**src/rtl/srsr_defs.svh**
```systemverilog
// Register offsets, widths and reset values of the sensor result and status slice.
`ifndef SRSR_DEFS_SVH
`define SRSR_DEFS_SVH
`define SRSR_ADDR_W 8
`define SRSR_DATA_W 8
`define SRSR_OFF_PROX3_LOW 8'h2A
`define SRSR_OFF_PROX3_HIGH 8'h2B
`define SRSR_OFF_AUX_LOW 8'h2C
`define SRSR_OFF_AUX_HIGH 8'h2D
`define SRSR_OFF_MAILBOX 8'h2E
`define SRSR_OFF_PWR_STAT 8'h30
`define SRSR_OFF_KEY_B3 8'h3B
`define SRSR_OFF_KEY_B2 8'h3C
`define SRSR_OFF_KEY_B1 8'h3D
`define SRSR_OFF_KEY_B0 8'h3E
`define SRSR_RST_BYTE 8'h00
`define SRSR_RST_WORD 16'h0000
`define SRSR_RST_KEY 32'h0000_0000
`define SRSR_BIT_SLEEP 0
`define SRSR_BIT_SUSPEND 1
`define SRSR_BIT_AWAKE 2
`endif

```
**src/rtl/srsr_pkg.sv**
```systemverilog
// Types shared by the sensor result and status slice.
package srsr_pkg;
    typedef enum logic [1:0] {
        SRSR_PWR_SLEEP,
        SRSR_PWR_SUSPEND,
        SRSR_PWR_AWAKE
    } srsr_pwr_e;
endpackage : srsr_pkg

```
**src/rtl/srsr_wr_if.sv**
```systemverilog
// Write strobe bundle from the register decoder to the result word store.
`timescale 1ns/1ps
`default_nettype none
interface srsr_wr_if;
    logic [7:0] addr;
    logic [7:0] data;
    logic host_we;
    logic seq_we;
    logic [15:0] seq_prox3;
    logic [15:0] seq_aux;
    logic [15:0] prox3;
    logic [15:0] aux;
    modport ctrl (output addr, data, host_we, seq_we, seq_prox3, seq_aux, input prox3, aux);
    modport store (input addr, data, host_we, seq_we, seq_prox3, seq_aux, output prox3, aux);
endinterface : srsr_wr_if
`default_nettype wire

```
**src/rtl/srsr_result_store.sv**
```systemverilog
// Result word store for the third proximity channel and the auxiliary channel.
`timescale 1ns/1ps
`default_nettype none
`include "srsr_defs.svh"
module srsr_result_store (
    input wire logic sys_clk,
    input wire logic nrst,
    input wire logic clk_en,
    srsr_wr_if.store wr
);
    logic [15:0] prox3_reg;
    logic [15:0] prox3_next;
    logic [15:0] aux_reg;
    logic [15:0] aux_next;

    // A finished measurement replaces both words; a host write in that
    // same cycle loses, since the new result is what the host must see.
    always_comb begin
        prox3_next = prox3_reg;
        aux_next = aux_reg;
        if (wr.seq_we) begin
            prox3_next = wr.seq_prox3;
            aux_next = wr.seq_aux;
        end else if (wr.host_we) begin
            if (wr.addr == `SRSR_OFF_PROX3_LOW) begin
                prox3_next[7:0] = wr.data;
            end else if (wr.addr == `SRSR_OFF_PROX3_HIGH) begin
                prox3_next[15:8] = wr.data;
            end else if (wr.addr == `SRSR_OFF_AUX_LOW) begin
                aux_next[7:0] = wr.data;
            end else if (wr.addr == `SRSR_OFF_AUX_HIGH) begin
                aux_next[15:8] = wr.data;
            end
        end
    end

    always_ff @(posedge sys_clk or negedge nrst) begin
        if (!nrst) begin
            prox3_reg <= `SRSR_RST_WORD;
            aux_reg <= `SRSR_RST_WORD;
        end else if (clk_en) begin
            prox3_reg <= prox3_next;
            aux_reg <= aux_next;
        end
    end

    assign wr.prox3 = prox3_reg;
    assign wr.aux = aux_reg;
endmodule : srsr_result_store
`default_nettype wire

```
**src/rtl/srsr_regs.sv**
```systemverilog
// Host register slice: proximity 3 and auxiliary results, mailbox, power status, key.
// Function
// Third proximity result is a 16-bit word, low byte 0x2A, high 0x2B.
// Auxiliary/UV result is a 16-bit word, low byte 0x2C, high 0x2D.
// Host reads each result after interrupt and before next measurement ends.
// Register 0x2E is the mailbox returning a requested parameter to the host.
// Power status bit 2 means awake, bit 1 means waiting for measurement.
// Power status bit 0 means lowest power state; bits 7 to 3 reserved.
// All result, mailbox and status registers reset to zero.
// Host reaches parameters only through fetch and write commands and mailbox.
// Key spans 0x3B to 0x3E, most significant byte first, no effect.
`timescale 1ns/1ps
`default_nettype none
`include "srsr_defs.svh"
module srsr_regs (
    input wire logic sys_clk,
    input wire logic nrst,
    input wire logic clk_en,
    input wire logic [7:0] reg_addr,
    input wire logic [7:0] reg_wdata,
    input wire logic reg_wr,
    input wire logic reg_rd,
    output logic [7:0] reg_rdata,
    output logic reg_rvalid,
    input wire logic meas_done,
    input wire logic [15:0] meas_prox3,
    input wire logic [15:0] meas_aux,
    input wire logic param_valid,
    input wire logic [7:0] param_value,
    input wire srsr_pkg::srsr_pwr_e pwr_state,
    output logic [31:0] reserved_analog_key
);
    srsr_wr_if wr ();

    logic [7:0] mailbox_reg;
    logic [7:0] mailbox_next;
    logic [7:0] status_reg;
    logic [7:0] status_next;
    logic [31:0] key_reg;
    logic [31:0] key_next;
    logic [7:0] rdata_reg;
    logic [7:0] rdata_next;
    logic rvalid_reg;
    logic rvalid_next;

    function automatic logic [7:0] pwr_bits(input srsr_pkg::srsr_pwr_e st);
        logic [7:0] b;
        b = `SRSR_RST_BYTE;
        case (st)
            srsr_pkg::SRSR_PWR_AWAKE: b[`SRSR_BIT_AWAKE] = 1'b1;
            srsr_pkg::SRSR_PWR_SUSPEND: b[`SRSR_BIT_SUSPEND] = 1'b1;
            srsr_pkg::SRSR_PWR_SLEEP: b[`SRSR_BIT_SLEEP] = 1'b1;
            default: b = `SRSR_RST_BYTE;
        endcase
        return b;
    endfunction : pwr_bits

    assign wr.addr = reg_addr;
    assign wr.data = reg_wdata;
    assign wr.host_we = reg_wr;
    assign wr.seq_we = meas_done;
    assign wr.seq_prox3 = meas_prox3;
    assign wr.seq_aux = meas_aux;

    srsr_result_store u_store (
        .sys_clk(sys_clk),
        .nrst(nrst),
        .clk_en(clk_en),
        .wr(wr)
    );

    // The sequencer's reply wins over a host write to the mailbox, so a
    // fetched parameter is not lost to a stray write in the same cycle.
    always_comb begin
        mailbox_next = mailbox_reg;
        key_next = key_reg;
        status_next = pwr_bits(pwr_state);
        if (param_valid) begin
            mailbox_next = param_value;
        end else if (reg_wr && reg_addr == `SRSR_OFF_MAILBOX) begin
            mailbox_next = reg_wdata;
        end
        if (reg_wr) begin
            if (reg_addr == `SRSR_OFF_KEY_B3) begin
                key_next[31:24] = reg_wdata;
            end else if (reg_addr == `SRSR_OFF_KEY_B2) begin
                key_next[23:16] = reg_wdata;
            end else if (reg_addr == `SRSR_OFF_KEY_B1) begin
                key_next[15:8] = reg_wdata;
            end else if (reg_addr == `SRSR_OFF_KEY_B0) begin
                key_next[7:0] = reg_wdata;
            end
        end
    end

    // Reads return the value held before any write of the same cycle.
    always_comb begin
        rvalid_next = reg_rd;
        rdata_next = rdata_reg;
        if (reg_rd) begin
            if (reg_addr == `SRSR_OFF_PROX3_LOW) begin
                rdata_next = wr.prox3[7:0];
            end else if (reg_addr == `SRSR_OFF_PROX3_HIGH) begin
                rdata_next = wr.prox3[15:8];
            end else if (reg_addr == `SRSR_OFF_AUX_LOW) begin
                rdata_next = wr.aux[7:0];
            end else if (reg_addr == `SRSR_OFF_AUX_HIGH) begin
                rdata_next = wr.aux[15:8];
            end else if (reg_addr == `SRSR_OFF_MAILBOX) begin
                rdata_next = mailbox_reg;
            end else if (reg_addr == `SRSR_OFF_PWR_STAT) begin
                rdata_next = status_reg;
            end else if (reg_addr == `SRSR_OFF_KEY_B3) begin
                rdata_next = key_reg[31:24];
            end else if (reg_addr == `SRSR_OFF_KEY_B2) begin
                rdata_next = key_reg[23:16];
            end else if (reg_addr == `SRSR_OFF_KEY_B1) begin
                rdata_next = key_reg[15:8];
            end else if (reg_addr == `SRSR_OFF_KEY_B0) begin
                rdata_next = key_reg[7:0];
            end else begin
                rdata_next = `SRSR_RST_BYTE;
            end
        end
    end

    always_ff @(posedge sys_clk or negedge nrst) begin
        if (!nrst) begin
            mailbox_reg <= `SRSR_RST_BYTE;
            status_reg <= `SRSR_RST_BYTE;
            key_reg <= `SRSR_RST_KEY;
            rdata_reg <= `SRSR_RST_BYTE;
            rvalid_reg <= 1'b0;
        end else if (clk_en) begin
            mailbox_reg <= mailbox_next;
            status_reg <= status_next;
            key_reg <= key_next;
            rdata_reg <= rdata_next;
            rvalid_reg <= rvalid_next;
        end
    end

    assign reg_rdata = rdata_reg;
    assign reg_rvalid = rvalid_reg;
    // The key is only exported; nothing in this slice acts on it.
    assign reserved_analog_key = key_reg;
endmodule : srsr_regs
`default_nettype wire

```
**config.mk**
```make
export PLATFORM = sky130hd
export DESIGN_NAME = srsr_regs
export DESIGN_NICKNAME = d
export VERILOG_FILES = /design/src/rtl/srsr_pkg.sv /design/src/rtl/srsr_wr_if.sv /design/src/rtl/srsr_result_store.sv /design/src/rtl/srsr_regs.sv
export VERILOG_INCLUDE_DIRS = /design/src /design/src/rtl
export SDC_FILE = /design/constraint.sdc
export NUM_CORES = 1
export LEC_CHECK = 0
export BUFFER_PORTS_ARGS = -buffer_cell sky130_fd_sc_hd__buf_2
export CORE_ASPECT_RATIO = 1.4
export CORE_MARGIN = 2
export CORE_UTILIZATION = 40
export CTS_BUF_LIST = sky130_fd_sc_hd__clkbuf_16
export DETAILED_ROUTE_END_ITERATION = 7
export GPL_TIMING_DRIVEN = 0
export PLACE_DENSITY = 0.58
export SLEW_MARGIN = 20
export SYNTH_ARGS = -nofsm -noshare
export SYNTH_HDL_FRONTEND = slang
export SYNTH_SLANG_ARGS = --single-unit
export TNS_END_PERCENT = 10
```
**constraint.sdc**
```tcl
create_clock -name sys_clk -period 3.6 [get_ports sys_clk]
set_clock_uncertainty 0.2 [all_clocks]
set_input_delay 0.18 -clock sys_clk [delete_from_list [all_inputs] [get_ports sys_clk]]
set_output_delay 0.18 -clock sys_clk [all_outputs]
set_load 0.01 [all_outputs]
```
==> results of run 1 <==
[worst paths after layout]
path,slack [ns],endpoint
min in group asynchronous,0.10,status_reg[0]
worst max register to register,2.00,reg_rdata[1]
worst min register to register,0.32,reserved_analog_key[19]
max in group asynchronous,2.47,reserved_analog_key[11]
worst max-delay path,1.54,status_reg[2]
worst min-delay path,0.01,u_store.wr.aux[7]
[through the flow]
stage | power (uW) | hold slack, ns | instances
final | 2460 | 0.0114 | 783
after floorplan | 1340 | -0.316 | 474
after global placement | 1510 | 0.198 | 725
after CTS | 2460 | 0.00333 | 783
after global routing | 2560 | 0.0367 | 783
after detailed placement | 1520 | -0.0534 | 726
[report_power, final]
group          switching, uW  internal (uW)  total (uW)  leakage, uW
clock                    382            528         910     0.000141
combinational            226            211         437      0.00167
sequential              75.2           1030        1110      0.00106
total                    683           1770        2460      0.00288
[worst register-to-register path, cell delays in order (launching register included)]
cell,delay [ns]
dfrtp_1,0.39
mux2i_1,0.15
o221ai_1,0.15
a211o_1,0.30
a221o_1,0.30
[Yosys cell counts (9+ instances only)]
cell type / instances
a21oi_1: 33
buf_2: 9
clkbuf_1: 14
dfrtp_1: 84
mux2_2: 44
mux2i_1: 9
nand2_1: 42
nand2b_1: 18
nand3_1: 26
nand3b_1: 17
nor2_1: 16
nor2b_1: 26
o211ai_1: 14
o22ai_1: 17
[area by class of cell]
class | instances | area (um2)
fill | 1091 | 5520
multi-input combinational | 351 | 2470
sequential | 84 | 2100
timing repair buffer | 146 | 961
clock buffer | 9 | 225
tap | 147 | 184
buffer | 32 | 154
clock inverter | 7 | 58.8
inverter | 7 | 26.3
[per-layer routing]
layer	vias up	global-route usage (%)	share of wire, %
met5	-	0	0
met4	0	9.92	3.5
met3	37	4.84	5.2
met2	170	45.1	51
met1	2176	32.1	40
li1	2083	-	-
[repair_timing]
item,CTS,global route
hold endpoints to repair,123,0
hold buffers,41,0
endpoints found under the setup margin,0,0
[cells by family (layout without fill, tap and decap cells)]
logic type / Yosys count / count (layout) / share of synthesized area, %
flops: 84 / 84 / 44.2
buf+inv: 39 / 201 / 3.79
mux: 54 / 54 / 12.5
simple gates: 184 / 184 / 22.9
compound gates: 113 / 113 / 16.6
==> impl_metrics.csv, run 1 <==
group,metric,value,unit
cts,clock_latency,0.34,ns
critical_path,cp-end-kind,"flop",
cts,cts_tree,"built",
sta,fmax,485,MHz
final_layout,antennaDiodeCount,0,
yosys,synth_top_area_share,44.2,%
sta,rsz0062_at_grt,"no",
final_layout,fin_nets,696,
grt,gr-total-overflow,0,
critical_path,r2r-start,"reserved_analog_key[1]",
cts,clkSinkCount,84,
cts,cts_buffer_depth,2,
detailed_routing,drc,0,
critical_path,cp_max_fo,10,
pwr,p_per_area,397,mW/mm2
run,cap_viol_max_count,0,
cts,cts_made_buffers,9,
sta,setup-violations-final,0,
sta,fin_crit,2.06,ns
critical_path,path_depth,7,
detailed_routing,via_per_inst,5.70,
detailed_routing,drt_iter0_markers,232,
yosys,synth_area_leaders,"dfrtp_1, mux2_2, a21oi_1",
critical_path,crit_top_cell,"buf_2",
worst_hold_path,hp-class,"in -> reg",
yosys,ys.flop_type,"dfrtp_1",
floorplanning,fp-row-count,47,
detailed_routing,detail-route-antenna-nets,0,
critical_path,crit_path_start_kind,"primary input",
floorplanning,dieArea,0.0128,mm2
detailed_routing,first_pass_iters,5,
yosys,yosysSeqAreaShare,44.2,%
cts,cts.clk_slew.worst_paths,0.06,ns
yosys,syn-num-nets,539,
place,pre_cts_slack,1.59,ns
critical_path,cpPeakStageDelay,0.57,ns
floorplanning,initial_core_util,40.6,%
pwr,p_leak,0.00288,uW
final_layout,final_util,52.8,%
pwr,ir_drop,0.231,mV
final_layout,most-common-layout-cells,"buf_2, dfrtp_1, mux2_2",
critical_path,reg2reg_depth,4,
sta,max-slew-margin-rel,61.4,%
critical_path,worst_path_dominant_cell_family,"buffers and inverters",
yosys,synthesis.instances,474,
grt,grtUsageTotal,26.3,%
grt,antenna_found_initial,0,
worst_hold_path,hold_start,"meas_aux[7]",
final_layout,drive_gt1_share,31.0,%
floorplanning,core-area,0.0117,mm2
worst_hold_path,worstHoldPathCells,3,
place,place_area,0.00549,mm2
critical_path,slowest_stage,"dlygate4sd3_1",
critical_path,cp_data_required_time,3.68,ns
yosys,ys_warn_count,0,
sta,final-hold-violation-count,0,
critical_path,worstPathCellList,"buf_2 > buf_2 > buf_1 > buf_2 > nand2_1 > o22ai_1 > dlygate4sd3_1",
yosys,yosys.area.top_type,"dfrtp_1",
grt,grt_pass1_wl,25.1,mm
cts,cts_root_buf,"clkbuf_16",
yosys,avgSynthCellArea,10.0,um2
grt,grt_max_degree,57,
detailed_routing,routedWlPerCell,20.8,um
final_layout,final_cell_area,0.00618,mm2
final_layout,final_common_cell,"buf_2",
place,place_hpwl,11.8,mm
yosys,syn_area,0.00476,mm2
yosys,netlist-cell-type-count,58,
yosys,synth_edf_count,0,
sta,maxSlewViolCount,0,
critical_path,critPathKind,"in -> reg",
floorplanning,die_w,96.2,um
cts,cts_max_level,3,
critical_path,worst-path-buf-inv,5,
detailed_routing,wl,16.3,mm
final_layout,area_delta_synth_final,30.0,%
critical_path,critPathArrivalTime,2.14,ns
sta,tightest_slew,0.578,ns
yosys,ys_async_sr_fraction,100,%
sta,fin_crit_sh,57.2,%
place,portBuffers,104,
floorplanning,die_h,133,um
run_status,outcome,"finished clean",
place,routabilityCongestion,0.883,
cts,post_cts_buffers,0,
grt,first_global_vias,4546,
sta,finalWorstSetupSlack,1.54,ns
cts,cts_resized,0,
detailed_routing,via_count,4466,
yosys,synth_seq_cells,84,
final_layout,largest_register_ffs,32,
sta,timing.setup.tns,0,ns
critical_path,startpoint,"clk_en",
floorplanning,boundaryPins,106,
No activity file was read; power rests on OpenSTA's default activity.
==> run 2, diff against run 1 <==
==> constraint.sdc (replaced) <==
create_clock -name sys_clk -period 2.1 [get_ports sys_clk]
set_clock_uncertainty 0.2 [all_clocks]
set_input_delay 0.105 -clock sys_clk [delete_from_list [all_inputs] [get_ports sys_clk]]
set_output_delay 0.105 -clock sys_clk [all_outputs]
set_load 0.01 [all_outputs]
==> impl_metrics.csv, run 2 (synthesis results as in run 1) <==
group,metric,value,unit
final_layout,area_delta_synth_final,34.0,%
place,pre_cts_slack,0.161,ns
grt,grt_max_degree,57,
critical_path,critPathKind,"in -> reg",
sta,fin_crit,2.05,ns
detailed_routing,detail-route-antenna-nets,0,
cts,cts_tree,"built",
cts,clkSinkCount,84,
sta,tightest_slew,0.579,ns
floorplanning,die_w,96.2,um
detailed_routing,first_pass_iters,6,
worst_hold_path,hp-class,"in -> reg",
sta,setup-violations-final,0,
place,routabilityCongestion,0.883,
detailed_routing,wl,16.4,mm
place,portBuffers,104,
run,cap_viol_max_count,0,
sta,max-slew-margin-rel,61.4,%
cts,cts_root_buf,"clkbuf_16",
grt,grt_pass1_wl,25.5,mm
critical_path,critPathArrivalTime,2.13,ns
cts,clock_latency,0.35,ns
detailed_routing,drt_iter0_markers,313,
floorplanning,die_h,133,um
sta,fmax,488,MHz
floorplanning,fp-row-count,47,
cts,cts_max_level,3,
final_layout,largest_register_ffs,32,
critical_path,crit_path_start_kind,"primary input",
place,place_hpwl,11.8,mm
floorplanning,boundaryPins,106,
cts,cts_made_buffers,9,
sta,hold_slack,-0.00985,ns
sta,timing.setup.tns,0,ns
pwr,p_per_area,669,mW/mm2
detailed_routing,via_per_inst,5.66,
sta,fin_crit_sh,97.6,%
final_layout,fin_nets,716,
run_status,violations,"hold timing",
place,dp.cells,726,
detailed_routing,via_count,4546,
critical_path,cp-end-kind,"flop",
final_layout,antennaDiodeCount,0,
critical_path,cp_max_fo,10,
pwr,ir_drop,0.394,mV
grt,gr-total-overflow,0,
final_layout,final_common_cell,"buf_2",
floorplanning,initial_core_util,40.6,%
floorplanning,dieArea,0.0128,mm2
grt,antenna_found_initial,0,
cts,cts_buffer_depth,2,
sta,maxSlewViolCount,0,
detailed_routing,drc,0,
sta,final-hold-violation-count,2,
grt,first_global_vias,4615,
floorplanning,core-area,0.0117,mm2
sta,rsz0062_at_grt,"yes",
final_layout,stdcell_count,803,
final_layout,drive_gt1_share,30.9,%
grt,grtUsageTotal,26.7,%
cts,cts.clk_slew.worst_paths,0.06,ns
detailed_routing,routedWlPerCell,20.5,um
critical_path,cp_data_required_time,2.18,ns
run_status,outcome,"finished, violations left",
final_layout,most-common-layout-cells,"buf_2, dfrtp_1, dlygate4sd3_1",
sta,finalWorstSetupSlack,0.0503,ns
pwr,p_leak,0.00296,uW
run 2: cell types whose count changed in the layout (fill, tap and decap cells not counted), sizes merged:
cell and change:
clkbuf +1, dlygate4sd3 +15, buf +4
run 2: worst max-delay path: stages:
cell and delay, ns:
buf_2 0.10, buf_4 0.16, buf_4 0.19, nor2b_1 0.24
nand4_1 0.45, o211ai_1 0.31, dlygate4sd3_1 0.57
run 2: repair_timing:
item                                    in CTS  in global routing
setup buffers                                0                  5
hold buffers                                56                  0
endpoints found under the setup margin       0                  3
resized for setup                            0                  1
hold endpoints to repair                   128                  0
run 2: power by group:
part	leakage, uW	internal [uW]	switching [uW]
Sequential	0.00106	1770	129
Clock	0.000141	905	652
Combinational	0.00176	409	397
run 2: area by class of cell:
cell class | instances | area, um2
timing repair buffer | 166 | 1150
buffer | 32 | 155
sequential | 84 | 2100
multi-input combinational | 351 | 2470
tap | 147 | 184
fill | 1082 | 5330
clock buffer | 9 | 225
clock inverter | 7 | 58.8
inverter | 7 | 26.3
run 2: final timing paths:
| check | from | endpoint | slack, ns | cells past startpoint |
|---|---|---|---|---|
| max reg2reg | mailbox_reg[2] | mailbox_reg[2] | 0.45 | 4 |
| min | reg_wdata[4] | reserved_analog_key[4] | -0.01 | 2 |
| min reg2reg | u_store.wr.prox3[6] | u_store.wr.prox3[6] | 0.32 | 1 |
| max | reg_addr[1] | u_store.wr.aux[12] | 0.05 | 7 |
| min in group asynchronous | nrst | status_reg[2] | 0.03 | 2 |
| max in group asynchronous | nrst | reserved_analog_key[0] | 1.04 | 3 |
run 2: metrics by stage:
step / utilization (%) / instance area (um2) / total power, uW
after floorplan: - / 4760 / 2290
after global placement: 46.7 / 5460 / 2590
after detailed placement: 46.9 / 5490 / 2610
after CTS: 54.1 / 6330 / 4280
after global routing: 54.5 / 6370 / 4440
final: 54.5 / 6370 / 4260
run 2: per-layer routing:
layer | share of wire (%) | global-route usage (%)
met4 | 3.6 | 10.6
met1 | 39 | 32.8
met3 | 5.7 | 4.67
met5 | 0 | 0
met2 | 51 | 45.5
